<file path="config.mk">
export PLATFORM = sky130hd
export DESIGN_NAME = fcld_top
export DESIGN_NICKNAME = d
export VERILOG_FILES = /design/src/shared/fcld_pkg.sv /design/src/fcld_sync.sv /design/src/fcld_prio.sv /design/src/fcld_top.sv
export VERILOG_INCLUDE_DIRS = /design/src /design/src/shared
export SDC_FILE = /design/constraint.sdc
export NUM_CORES = 1
export LEC_CHECK = 0
export BUFFER_PORTS_ARGS = -buffer_cell sky130_fd_sc_hd__buf_2
export CAP_MARGIN = 20
export CORE_MARGIN = 2
export CORE_UTILIZATION = 42
export DETAILED_ROUTE_END_ITERATION = 6
export SKIP_CTS_REPAIR_TIMING = 1
export SLEW_MARGIN = 20
export SYNTH_ARGS = -nofsm -noshare
export SYNTH_HDL_FRONTEND = slang
export SYNTH_SLANG_ARGS = --single-unit
</file>
<file path="constraint.sdc">
create_clock -name mclk -period 2.4 [get_ports mclk]
set_input_delay 0.36 -clock mclk [delete_from_list [all_inputs] [get_ports mclk]]
set_output_delay 0.36 -clock mclk [all_outputs]
set_load 0.02 [all_outputs]
</file>
<file path="src/shared/fcld_cfg.svh">
// Purpose: Constants for the fault code latch and display block
// Assumes: 50 MHz mclk
// Notes:   Codes are two BCD digits, tens digit in the high nibble
`ifndef FCLD_CFG_SVH
`define FCLD_CFG_SVH

// ----------------------------------------
// Display codes
// ----------------------------------------
`define FCLD_VERSION_CODE   8'h40
`define FCLD_MARKER_CODE    8'hf1
`define FCLD_BLANK_CODE     8'h00

// ----------------------------------------
// Fault numbers
// ----------------------------------------
`define FCLD_CODE_PHSEQ     8'h01
`define FCLD_CODE_PHMISS0   8'h02
`define FCLD_CODE_UNDERV0   8'h05
`define FCLD_CODE_INTERN0   8'h31
`define FCLD_CODE_LOWDC     8'h43
`define FCLD_CODE_EARTH     8'h44
`define FCLD_CODE_MSWBAD    8'h45
`define FCLD_CODE_UNBAL     8'h46
`define FCLD_CODE_TEMPMEAS  8'h47
`define FCLD_CODE_UNCTRL    8'h48
`define FCLD_CODE_LOOPBRK   8'h49
`define FCLD_CODE_LOAD      8'h72

// ----------------------------------------
// Timing
// ----------------------------------------
`define FCLD_PHASE_MS       500
`define FCLD_CLK_KHZ        50000
`define FCLD_PHASE_CYC      (`FCLD_PHASE_MS * `FCLD_CLK_KHZ)

`endif

</file>
<file path="src/shared/fcld_pkg.sv">
// Purpose: Types shared by the fault code latch and display block
// Assumes: fcld_cfg.svh supplies numbers
// Notes:   One bit per fault source in the vector
package fcld_pkg;

  // ----------------------------------------
  // Fault source vector
  // ----------------------------------------
  typedef struct packed {
    logic       load;       // Load related, master switch clears
    logic       loop_brk;   // Load cell loop broken
    logic       unctrl;     // Stopped by itself
    logic       temp_meas;  // Thyristor temperature measurement
    logic       unbal;      // Parallel bridge unbalance
    logic       low_dc;     // Control supply too low
    logic       earth;      // Control supply earth fault
    logic [6:0] intern;     // Codes 31..37
    logic [2:0] underv;     // Codes 05..07
    logic [2:0] ph_miss;    // Codes 02..04
    logic       ph_seq;     // Code 01
  } fcld_fault_type;

  // ----------------------------------------
  // Operator and power sequencing inputs
  // ----------------------------------------
  typedef struct packed {
    logic master_zero;     // Master switch in neutral
    logic master_dir_a;
    logic master_dir_b;
    logic reset_pb;
    logic crane_on;        // Main on
    logic ctrl_volt;       // Control voltage present
  } fcld_oper_type;

  typedef enum logic [1:0] {
    FCLD_SHOW_VER    = 2'b00,
    FCLD_SHOW_MARKER = 2'b01,
    FCLD_SHOW_CODE   = 2'b10
  } fcld_show_type;

endpackage

</file>
<file path="src/fcld_sync.sv">
// Purpose: Two flip-flop synchroniser for a vector of pin levels
// Assumes: Inputs asynchronous to mclk
// Notes:   First stage read only by the second
`timescale 1ns/1ps
module fcld_sync #(
  parameter int WIDTH = 1
) (
  input  wire logic             mclk,
  input  wire logic             srst,
  input  wire logic [WIDTH-1:0] din,
  output logic      [WIDTH-1:0] dout
);

  logic [WIDTH-1:0] meta_r;

  // ----------------------------------------
  // Two stage chain
  // ----------------------------------------
  always_ff @(posedge mclk) begin
    if (srst) begin
      meta_r <= '0;
      dout   <= '0;
    end else begin
      meta_r <= din;
      dout   <= meta_r;
    end
  end

endmodule

</file>
<file path="src/fcld_prio.sv">
// Purpose: Pick one latched fault and give its two digit code
// Assumes: Latched vector from the main block
// Notes:   Lowest code number wins
`timescale 1ns/1ps
`include "fcld_cfg.svh"
module fcld_prio (
  input  wire fcld_pkg::fcld_fault_type latched,
  output logic                          any,
  output logic [7:0]                    code
);

  // Index of the lowest set bit within a small group
  function automatic logic [7:0] first_idx(input logic [6:0] v);
    logic [7:0] r;
    r = 8'h00;
    for (int i = 6; i >= 0; i--) begin
      if (v[i]) begin
        r = 8'(i);
      end
    end
    return r;
  endfunction

  // ----------------------------------------
  // Fixed priority encode
  // ----------------------------------------
  assign any = |latched;

  always_comb begin
    code = `FCLD_BLANK_CODE;
    if (latched.ph_seq)          code = `FCLD_CODE_PHSEQ;
    else if (|latched.ph_miss)   code = `FCLD_CODE_PHMISS0 + first_idx({4'h0, latched.ph_miss});
    else if (|latched.underv)    code = `FCLD_CODE_UNDERV0 + first_idx({4'h0, latched.underv});
    else if (|latched.intern)    code = `FCLD_CODE_INTERN0 + first_idx(latched.intern);
    else if (latched.low_dc)     code = `FCLD_CODE_LOWDC;
    else if (latched.earth)      code = `FCLD_CODE_EARTH;
    else if (latched.unbal)      code = `FCLD_CODE_UNBAL;
    else if (latched.temp_meas)  code = `FCLD_CODE_TEMPMEAS;
    else if (latched.unctrl)     code = `FCLD_CODE_UNCTRL;
    else if (latched.loop_brk)   code = `FCLD_CODE_LOOPBRK;
    else if (latched.load)       code = `FCLD_CODE_LOAD;
  end

endmodule

</file>
<file path="src/fcld_top.sv">
// Purpose: Fault code latch, two digit display and motion start gate
// Assumes: Fault detectors and operator pins are asynchronous
// Notes:   Display toggles marker and code every phase period
//          Reset press never clears the off-class faults; only a crane
//          switch-off or switch-on does, so the button is harmless there
//          Code 48 outlives both and goes only with the control voltage
//          Only one code shows at a time; the others wait until it clears
//
// What this block does
// - With no fault latched the display shows version code 40.
// - With a fault latched the display alternates the marker and the code.
// - Load related faults clear when the master switch is back in neutral.
// - Other faults stay until reset pushbutton or crane switch-on.
// - For most codes the reset pushbutton is ignored until the crane is switched off.
// - One reset press clears every non-persistent fault together.
// - The code stays after a motion off-on sequence until a reset.
// - Motion may start only after the zero-position signal.
// - Code 01 stops motion and clears only at switch-off or switch-on.
// - Codes 02 to 07 stop motion and clear only at switch-off or switch-on.
// - Codes 31 to 37 stop motion and clear only at switch-off or switch-on.
// - Code 44 takes no motion action and clears by switch-off or reset.
// - Code 45 flags an impossible master switch combination, stops, clears at switch-off.
// - Code 47 does not stop motion and clears by switch-off or reset.
// - Code 48 flags an uncommanded stop and clears only with control voltage removal.
// - Code 49 takes no motion action and clears by switch-off or reset.
`timescale 1ns/1ps
`include "fcld_cfg.svh"
module fcld_top #(
  parameter int PHASE_CYC = `FCLD_PHASE_CYC
) (
  input  wire logic                     mclk,
  input  wire logic                     srst,
  input  wire fcld_pkg::fcld_fault_type fault_in,
  input  wire logic                     msw_bad_in,
  input  wire fcld_pkg::fcld_oper_type  oper_in,
  input  wire logic                     run_cmd,
  input  wire logic                     motion_running,
  output logic [7:0]                    disp_code,
  output logic                          fault_active,
  output logic                          motion_enable,
  output logic                          motion_stop
);

  // ----------------------------------------
  // Input synchronisers
  // ----------------------------------------
  // Every pin is asynchronous; two stages cost two cycles of latency
  // that a half-second display phase never shows
  localparam int FW = $bits(fcld_pkg::fcld_fault_type);
  localparam int OW = $bits(fcld_pkg::fcld_oper_type);

  logic [FW-1:0]            fault_s;
  logic [OW-1:0]            oper_s;
  logic [2:0]               misc_s;
  fcld_pkg::fcld_fault_type flt;
  fcld_pkg::fcld_oper_type  op;

  fcld_sync #(.WIDTH(FW)) u_sync_flt (
    .mclk (mclk),
    .srst (srst),
    .din  (fault_in),
    .dout (fault_s)
  );

  fcld_sync #(.WIDTH(OW)) u_sync_op (
    .mclk (mclk),
    .srst (srst),
    .din  (oper_in),
    .dout (oper_s)
  );

  fcld_sync #(.WIDTH(3)) u_sync_misc (
    .mclk (mclk),
    .srst (srst),
    .din  ({msw_bad_in, run_cmd, motion_running}),
    .dout (misc_s)
  );

  assign flt = fcld_pkg::fcld_fault_type'(fault_s);
  assign op  = fcld_pkg::fcld_oper_type'(oper_s);

  // ----------------------------------------
  // Edge helpers
  // ----------------------------------------
  // Level now high that was low one edge ago
  function automatic logic rise_of(input logic now_v, input logic was_v);
    return now_v & ~was_v;
  endfunction

  // Level now low that was high one edge ago
  function automatic logic fall_of(input logic now_v, input logic was_v);
    return ~now_v & was_v;
  endfunction

  // ----------------------------------------
  // Edge and event decode
  // ----------------------------------------
  logic on_r;
  logic rst_pb_r;
  logic run_r;
  logic cv_r;
  logic switch_on;
  logic switch_off;
  logic reset_press;
  logic cv_removed;
  logic msw_bad;
  logic run_s;
  logic running_s;
  logic uncmd_stop;

  assign msw_bad     = misc_s[2] | (op.master_zero & (op.master_dir_a | op.master_dir_b))
                     | (op.master_dir_a & op.master_dir_b);
  assign run_s       = misc_s[1];
  assign running_s   = misc_s[0];
  // Pin level edges; a held button counts once
  assign switch_on   = rise_of(op.crane_on, on_r);
  assign switch_off  = fall_of(op.crane_on, on_r);
  assign reset_press = rise_of(op.reset_pb, rst_pb_r);
  assign cv_removed  = fall_of(op.ctrl_volt, cv_r);
  // Running dropped while still commanded: stopped by itself
  assign uncmd_stop  = run_r & ~running_s & run_s & op.crane_on;

  // Edge history
  // A crane already on at reset reads as a switch-on; nothing is latched then
  always_ff @(posedge mclk) begin
    if (srst) begin
      on_r     <= 1'b0;
      rst_pb_r <= 1'b0;
      run_r    <= 1'b0;
      cv_r     <= 1'b0;
    end else begin
      on_r     <= op.crane_on;
      rst_pb_r <= op.reset_pb;
      run_r    <= running_s;
      cv_r     <= op.ctrl_volt;
    end
  end

  // ----------------------------------------
  // Fault latch with per-class clearing
  // ----------------------------------------
  fcld_pkg::fcld_fault_type lat_r;
  fcld_pkg::fcld_fault_type lat_nxt;
  logic                     msw_lat_r;
  logic                     msw_lat_nxt;
  logic                     clr_off;
  logic                     clr_resettable;
  logic                     clr_load;

  // Off-only faults: switch-off clears; reset press is ignored for them
  assign clr_off        = switch_off | switch_on;
  // Resettable class clears on reset press or at switch on/off
  assign clr_resettable = clr_off | reset_press;
  // Level, not edge: a load fault raised while in neutral still latches, then clears once it drops
  assign clr_load       = op.master_zero;

  // Set wins over clear so a same-cycle event is never lost
  always_comb begin
    lat_nxt = lat_r;
    if (clr_off) begin
      lat_nxt.ph_seq  = 1'b0;
      lat_nxt.ph_miss = '0;
      lat_nxt.underv  = '0;
      lat_nxt.intern  = '0;
      lat_nxt.low_dc  = 1'b0;
      lat_nxt.unbal   = 1'b0;
    end
    if (clr_resettable) begin
      lat_nxt.earth     = 1'b0;
      lat_nxt.temp_meas = 1'b0;
      lat_nxt.loop_brk  = 1'b0;
    end
    if (clr_load) begin
      lat_nxt.load = 1'b0;
    end
    if (cv_removed) begin
      lat_nxt.unctrl = 1'b0;
    end
    lat_nxt        = fcld_pkg::fcld_fault_type'(lat_nxt | flt);
    lat_nxt.unctrl = lat_nxt.unctrl | uncmd_stop;
  end

  // Code 45 clears only at switch-off or switch-on
  // Level input: a report that persists latches again at once after a clear
  assign msw_lat_nxt = (msw_lat_r & ~clr_off) | msw_bad;

  always_ff @(posedge mclk) begin
    if (srst) begin
      lat_r     <= '0;
      msw_lat_r <= 1'b0;
    end else begin
      lat_r     <= lat_nxt;
      msw_lat_r <= msw_lat_nxt;
    end
  end

  // ----------------------------------------
  // Motion stop decision
  // ----------------------------------------
  logic stop_class;
  logic stop_line;
  logic stop_ctrl;
  logic stop_oper;

  // Supply side faults, codes 01 to 07
  assign stop_line  = lat_r.ph_seq | (|lat_r.ph_miss) | (|lat_r.underv);
  // Controller side faults, codes 31 to 37, 43 and 46
  assign stop_ctrl  = (|lat_r.intern) | lat_r.low_dc | lat_r.unbal;
  // Operator side: bad switch, uncommanded stop and load class
  assign stop_oper  = msw_lat_r | lat_r.unctrl | lat_r.load;
  // Codes 44, 47, 49 are left out on purpose: they take no motion action
  assign stop_class = stop_line | stop_ctrl | stop_oper;

  // ----------------------------------------
  // Zero position start gate
  // ----------------------------------------
  logic zero_seen_r;
  logic zero_seen_nxt;

  logic run_dropped;
  logic zero_arm;
  logic zero_keep;

  // Any stop, commanded or not, means the next start needs a fresh neutral
  assign run_dropped   = run_r & ~running_s;
  // Arm on neutral; a stop-class fault or crane off disarms
  assign zero_arm      = op.master_zero & ~stop_class & op.crane_on;
  assign zero_keep     = zero_seen_r & ~stop_class & op.crane_on & ~run_dropped;
  assign zero_seen_nxt = zero_arm | zero_keep;

  always_ff @(posedge mclk) begin
    if (srst) begin
      zero_seen_r <= 1'b0;
    end else begin
      zero_seen_r <= zero_seen_nxt;
    end
  end

  // ----------------------------------------
  // Priority pick and code for display
  // ----------------------------------------
  logic       prio_any;
  logic [7:0] prio_code;
  logic       any_fault;
  logic [7:0] show_code;
  logic       msw_first;

  fcld_prio u_prio (
    .latched (lat_r),
    .any     (prio_any),
    .code    (prio_code)
  );

  // Code 45 ranks just after code 44
  assign any_fault = prio_any | msw_lat_r;
  assign msw_first = msw_lat_r & ((prio_code > `FCLD_CODE_EARTH) | ~prio_any);
  assign show_code = msw_first ? `FCLD_CODE_MSWBAD : prio_code;

  // ----------------------------------------
  // Display phase timer
  // ----------------------------------------
  localparam int CW = $clog2(PHASE_CYC + 1);

  logic [CW-1:0]           tmr_r;
  logic                    tmr_done;
  logic                    tmr_clr;
  fcld_pkg::fcld_show_type show_r;
  fcld_pkg::fcld_show_type show_nxt;

  assign tmr_done = (tmr_r == CW'(PHASE_CYC - 1));
  // Idle timer sits at zero so each new fault starts its marker phase afresh
  assign tmr_clr  = srst | ~any_fault | tmr_done;

  // Phase counter
  always_ff @(posedge mclk) begin
    if (tmr_clr) begin
      tmr_r <= '0;
    end else begin
      tmr_r <= tmr_r + CW'(1);
    end
  end

  // Marker and code alternate while a fault is held
  always_comb begin
    show_nxt = show_r;
    unique case (show_r)
      fcld_pkg::FCLD_SHOW_VER: begin
        if (any_fault) show_nxt = fcld_pkg::FCLD_SHOW_MARKER;
      end
      fcld_pkg::FCLD_SHOW_MARKER: begin
        if (~any_fault)    show_nxt = fcld_pkg::FCLD_SHOW_VER;
        else if (tmr_done) show_nxt = fcld_pkg::FCLD_SHOW_CODE;
      end
      fcld_pkg::FCLD_SHOW_CODE: begin
        if (~any_fault)    show_nxt = fcld_pkg::FCLD_SHOW_VER;
        else if (tmr_done) show_nxt = fcld_pkg::FCLD_SHOW_MARKER;
      end
      default: show_nxt = fcld_pkg::FCLD_SHOW_VER;
    endcase
  end

  always_ff @(posedge mclk) begin
    if (srst) begin
      show_r <= fcld_pkg::FCLD_SHOW_VER;
    end else begin
      show_r <= show_nxt;
    end
  end

  // ----------------------------------------
  // Registered outputs
  // ----------------------------------------
  logic [7:0] disp_nxt;
  logic       fault_active_nxt;
  logic       motion_stop_nxt;

  assign disp_nxt = (show_nxt == fcld_pkg::FCLD_SHOW_MARKER) ? `FCLD_MARKER_CODE
                  : (show_nxt == fcld_pkg::FCLD_SHOW_CODE)   ? show_code
                  : `FCLD_VERSION_CODE;

  // Stop follows the latched class, in step with the start gate that it blocks
  assign fault_active_nxt = any_fault;
  assign motion_stop_nxt  = stop_class;

  always_ff @(posedge mclk) begin
    if (srst) begin
      disp_code     <= `FCLD_VERSION_CODE;
      fault_active  <= 1'b0;
      motion_enable <= 1'b0;
      motion_stop   <= 1'b0;
    end else begin
      disp_code     <= disp_nxt;
      fault_active  <= fault_active_nxt;
      motion_enable <= zero_seen_nxt;
      motion_stop   <= motion_stop_nxt;
    end
  end

endmodule

</file>
==> summary.txt, run 1 <==
status - finished, final reports clean
max-cap violations - 0
crit path DAT - 2.66 ns
worst-margin pin slew - 0.816 ns
Final Hold Vio Count - 0
DRC errors left - 0
post-route cell area - 5250 um2
Top Family by Delay on Critical Path - compound AO/OA/AOI/OAI gates
Final min period - 2.26 ns
CTS tree - built
#FFs+latches synth - 123
NumNets Final - 521
CP endpoint kind - flop
warnings from Yosys - 0
drt wl/cell - 11.6 um
Clock Latency Late Sink - 0.52 ns
pre-CTS setup slack - 0.0520 ns
Placed Area - 4630 um2
startpoint types - flop
Critical Path Source - lat_r[8]
Max stage delay cell, worst path - a221oi_1
initial antenna violation count - 0
CP Cell Sequence - nor2_1 -> a221oi_1 -> ha_1 -> nand2_1 -> o211a_1 -> or3b_1 -> a221oi_1
post-synthesis cell type count - 44
grt ovf - 0
hold path start - fault_in[8]
reg2reg start - lat_r[8]
Std-Cell Rows - 36
Slew Viols, Final - 0
most used cell, CP - a221oi_1
DIE HEIGHT - 105 um
Post-Syn Area - 4270 um2
via/cell ratio - 4.71
Power Total - 0.00499 W
crit-path max cell delay - 0.42 ns
sequential area share after synthesis - 57.6%
final setup margin - 0.144 ns
Worst-path clk slew - 0.06 ns
fin crit share - 94.0%
power per cell area - 950 nW/um2
Critical Path Fanout Max - 5
clock sink count - 123
DRT Pass-1 Iters - 4
clk root buf - clkbuf_8
Buffers on Ports - 42
Worst Skew - 0.00919 ns
hold path depth - 2
vias in the first global route - 2774
Core Region - 9820 um2
Post-synth EDFFs - 0
DRC marker count from the first detailed-route iteration - 104
critical path depth - 7
I/O pin count - 43
Gate Count Post-Synth - 435
Die X - 105 um
setup violators final - 0
number of routed nets with antenna violations - 0
TritonCTS Buffers - 17
Fin Setup TNS - 0 ns
Worst Reg-to-Reg Cells - 7
P&R area growth vs syn - 22.9%
Post-synth ARST share - 0%
VDD IR max - 0.445 mV
Final Hold Slack - 0.0475 ns
share of layout cells above drive strength 1 - 17.7%
Max Fclk - 443 MHz
R2R Setup Slk - 0.14 ns
CTS HTree Levels - 4
Placer Congestion - 0.793
first-pass GRT wire length - 12800 um
syn_area_per_cell - 9.82 um2
worst path buffer plus inverter count - 0
Mapped Nets - 470
Die ar. - 11000 um2
gr usage total - 14.6%
Crit path required time - 2.81 ns
clk buf depth - 2
initial core utilization - 43.5%
Inserted Diodes - 0
HP Class - in2reg
predominant post-synthesis flop cell - dfxtp_1
Max-slew headroom - 45.6%
hpwl dp - 4850 um
final wirelength - 7320 um
Via Count - 2973
Pleak - 2.08 nW
largest net degree at the start of global routing - 88
WS Path Type - reg2reg
RSZ-0062 raised after global routing - false
## where the power goes
| part | total, W | internal, W | leakage (nW) | switching, W |
|---|---|---|---|---|
| logic | 0.000307 | 0.000142 | 0.785 | 0.000165 |
| registers | 0.00218 | 0.00213 | 1.01 | 0.0000476 |
| clock network | 0.00250 | 0.00161 | 0.283 | 0.000893 |
| total | 0.00499 | 0.00388 | 2.08 | 0.00111 |
## sequential cells by signal, indices dropped and copies added (netlist names), 6 cells and up
signal / flops
disp_code: 7
u_sync_op.meta_r: 6
tmr_r: 25
lat_r: 21
u_sync_op.dout: 6
u_sync_flt.meta_r: 21
u_sync_flt.dout: 21
## synthesized netlist by cell type (3+ instances only)
| master | instances | share of area, % |
|---|---|---|
| nand2b_1 | 3 | 0.44 |
| nand2_1 | 14 | 1.2 |
| xor2_1 | 11 | 2.3 |
| clkbuf_1 | 10 | 0.88 |
| nor2_1 | 62 | 5.4 |
| xnor2_1 | 13 | 2.7 |
| buf_2 | 3 | 0.35 |
| and3_1 | 8 | 1.2 |
| dfxtp_1 | 123 | 58 |
| inv_1 | 10 | 0.88 |
| a211oi_1 | 3 | 0.53 |
| nor4_1 | 3 | 0.44 |
| ha_1 | 3 | 0.88 |
| nand3_1 | 15 | 1.8 |
| a31oi_1 | 3 | 0.44 |
| nor3_1 | 9 | 1.1 |
| o21ai_0 | 6 | 0.70 |
| a21oi_1 | 26 | 3.0 |
| and2_1 | 3 | 0.44 |
| nor2b_1 | 68 | 10 |
| nand4_1 | 6 | 0.88 |
## metrics by stage
step | util (%) | cells
detailed placement | 47.2 | 600
global route | 53.5 | 631
floorplan | - | 435
global placement | 47.2 | 600
CTS | 53.3 | 631
finish | 53.5 | 631
## placed cells by master (no fill, tap or decap), drive strengths merged, types with 8 or more instances in the layout
cell type	count
nor2b	68
nand2	14
clkbuf	18
buf	47
nor2	62
nand3	15
xor2	11
dfxtp	123
nor3	10
inv	11
and3	8
a21oi	26
xnor2	13
## cell families after synthesis
family,share of synthesized area (%)
muxes,0.644
xor gates and xnor gates,4.92
buffers and inverters,2.37
DFF,57.6
adders and majority gates,0.879
AOI/OAI and AO/OA,7.59
and+or+nand+nor,26.0
## cell type report
type / count / area [um2]
clock inverters: 13 / 170
inverters: 10 / 37.5
multi-input cells: 287 / 1720
repair buffers: 47 / 260
clock buffers: 18 / 428
flip-flops and latches: 123 / 2460
fillers: 941 / 4570
well taps: 133 / 166
## metal layers
metal / vias up / GRT usage [%] / share of wire (%)
li1: 1564 / - / -
met1: 1349 / 19.1 / 52
met2: 48 / 21.2 / 43
met3: 12 / 4.18 / 3.4
met4: 0 / 8.57 / 2.2
met5: - / 0 / 0
## final timing paths
path / end
setup / recovery: disp_code[0]
hold / removal: u_sync_flt.meta_r[8]
setup reg to reg: disp_code[0]
hold reg to reg: u_sync_flt.dout[10]
(Power assumes the default switching activity.)
==> inputs of run 2 (changes only) <==
--- a/config.mk
+++ b/config.mk
@@ -11,6 +11,7 @@
 export CORE_MARGIN = 2
 export CORE_UTILIZATION = 42
 export DETAILED_ROUTE_END_ITERATION = 6
+export GPL_TIMING_DRIVEN = 0
 export SKIP_CTS_REPAIR_TIMING = 1
 export SLEW_MARGIN = 20
 export SYNTH_ARGS = -nofsm -noshare
==> run 2 against run 1 <==
First-iteration DRC count up 4.8%; worst hold slack better by 0.0096 ns; largest cell class unchanged; clock power up 9.2%; sequential share of layout area down 0.74 points; highest routed layer unchanged.
==> summary.txt, run 2 (same netlist as run 1, synthesis figures left out) <==
status - finished, final reports clean
Final Hold Vio Count - 0 (unchanged)
Core Region - 9820 um2 (unchanged)
Placer Congestion - 0.829 (+4.6%)
Max-slew headroom - 48.4% (+2.8 points)
CP endpoint kind - flop
final wirelength - 7730 um (+5.6%)
Inserted Diodes - 0 (unchanged)
Final min period - 2.27 ns (+0.0126 ns)
Pleak - 2.11 nW (+1.6%)
number of routed nets with antenna violations - 0 (unchanged)
CTS tree - built
Std-Cell Rows - 36 (unchanged)
post-layout util - 54.3% (+0.85 points)
RSZ-0062 raised after global routing - true
Critical Path Fanout Max - 6 (+1)
commonest non-fill, non-tap cells in the layout - dfxtp_1, nor2b_1, nor2_1
DIE HEIGHT - 105 um (unchanged)
crit path DAT - 2.63 ns (-0.03 ns)
Clock Latency Late Sink - 0.51 ns (about the same)
VDD IR max - 0.407 mV (-8.5%)
clk root buf - clkbuf_8
CTS HTree Levels - 4 (unchanged)
TritonCTS Buffers - 17 (unchanged)
setup violators final - 0 (unchanged)
Post-Layout Cell Count - 642 (+1.7%)
vias in the first global route - 2805 (+1.1%)
Max Fclk - 441 MHz (-0.55%)
WS Path Type - reg2reg
first-pass GRT wire length - 13000 um (+1.7%)
DRT Pass-1 Iters - 5 (+1)
I/O pin count - 43 (unchanged)
initial antenna violation count - 0 (unchanged)
max-cap violations - 0 (unchanged)
share of layout cells above drive strength 1 - 17.5% (-0.19 points)
Crit path required time - 2.77 ns (-0.04 ns)
Die ar. - 11000 um2 (unchanged)
layout filler cell count - 930 (-1.2%)
Slew Viols, Final - 0 (unchanged)
P&R area growth vs syn - 24.8%
Die X - 105 um (unchanged)
grt ovf - 0 (unchanged)
worst-margin pin slew - 0.768 ns (-0.0482 ns)
DRC marker count from the first detailed-route iteration - 109 (+4.8%)
power per cell area - 977 nW/um2 (+2.9%)
clk buf depth - 2 (unchanged)
fin crit share - 94.5% (+0.52 points)
largest net degree at the start of global routing - 17 (-81%)
startpoint types - flop
initial core utilization - 43.5% (unchanged)
hpwl dp - 5470 um (+13%)
Worst Skew - 0.00482 ns (-0.00437 ns)
Via Count - 3104 (+4.4%)
most common cell after layout, fill and taps aside - dfxtp_1
max reg flops - 25 (unchanged)
Buffers on Ports - 42 (unchanged)
via/cell ratio - 4.83 (+2.6%)
clock sink count - 123 (unchanged)
drt wl/cell - 12.0 um (+3.7%)
DRC errors left - 0 (unchanged)
Worst-path clk slew - 0.06 ns (about the same)
Reg with most FFs - tmr_r
HP Class - in2reg
placed insts - 610 (+1.7%)
gr usage total - 15.0% (+0.42 points)
NumNets Final - 531 (+1.9%)
run 2: layer usage:
| metal | up-vias | GRT usage (%) | part of all wire (%) |
|---|---|---|---|
| li1 | 1590 | - | - |
| met1 | 1443 | 19.4 | 49 |
| met2 | 60 | 22.8 | 45 |
| met3 | 11 | 4.30 | 4.0 |
| met4 | 0 | 7.43 | 1.6 |
| met5 | - | 0 | 0 |
run 2: layout make-up:
cell class	count	area [um2]	share of cell area, %
Clock inverter	13	214	4.01
Sequential cell	123	2460	46.2
Buffer	15	63.8	1.20
Tap cell	133	166	3.12
Timing Repair Buffer	42	210	3.94
Multi-Input combinational cell	287	1750	32.8
Inverter	10	37.5	0.704
Clock buffer	19	432	8.09
run 2: critical path, stage by stage (launching register included):
cell	delay, ns
dfxtp_1	0.37
nor4_2	0.31
nand4_1	0.11
or4_1	0.52
buf_2	0.17
mux2i_2	0.16
nor4b_1	0.35
a221oi_1	0.13
run 2: per-stage QoR:
step           hold slack, ns  TNS [ns]  instance area, um2  setup WS [ns]  total power (W)
2_1_floorplan           0.413         0                4270          0.295          0.00242
3_5_place_dp            0.421   -0.0221                4650        -0.0221          0.00252
3_3_place_gp            0.417         0                4650         0.0243          0.00251
4_1_cts                0.0283         0                5290        0.00436          0.00526
6_report               0.0571         0                5330          0.132          0.00521
5_1_grt                0.0412   -0.0342                5330        -0.0342          0.00543
run 2: where the power goes:
part / total, W / internal (W) / leakage [nW] / switching [W]
clock network: 0.00273 / 0.00183 / 0.309 / 0.000898
logic: 0.000305 / 0.000139 / 0.791 / 0.000166
registers: 0.00218 / 0.00213 / 1.01 / 0.0000514
run 2: worst paths after layout:
check / from / end / slack [ns] / depth (start not counted)
worst max-delay path: tmr_r[15] / disp_code[0] / 0.13 / 7
worst min-delay path: fault_in[6] / u_sync_flt.meta_r[6] / 0.06 / 2
worst max register to register: tmr_r[15] / disp_code[0] / 0.13 / 7
worst min register to register: u_sync_flt.meta_r[3] / u_sync_flt.dout[3] / 0.43 / 1
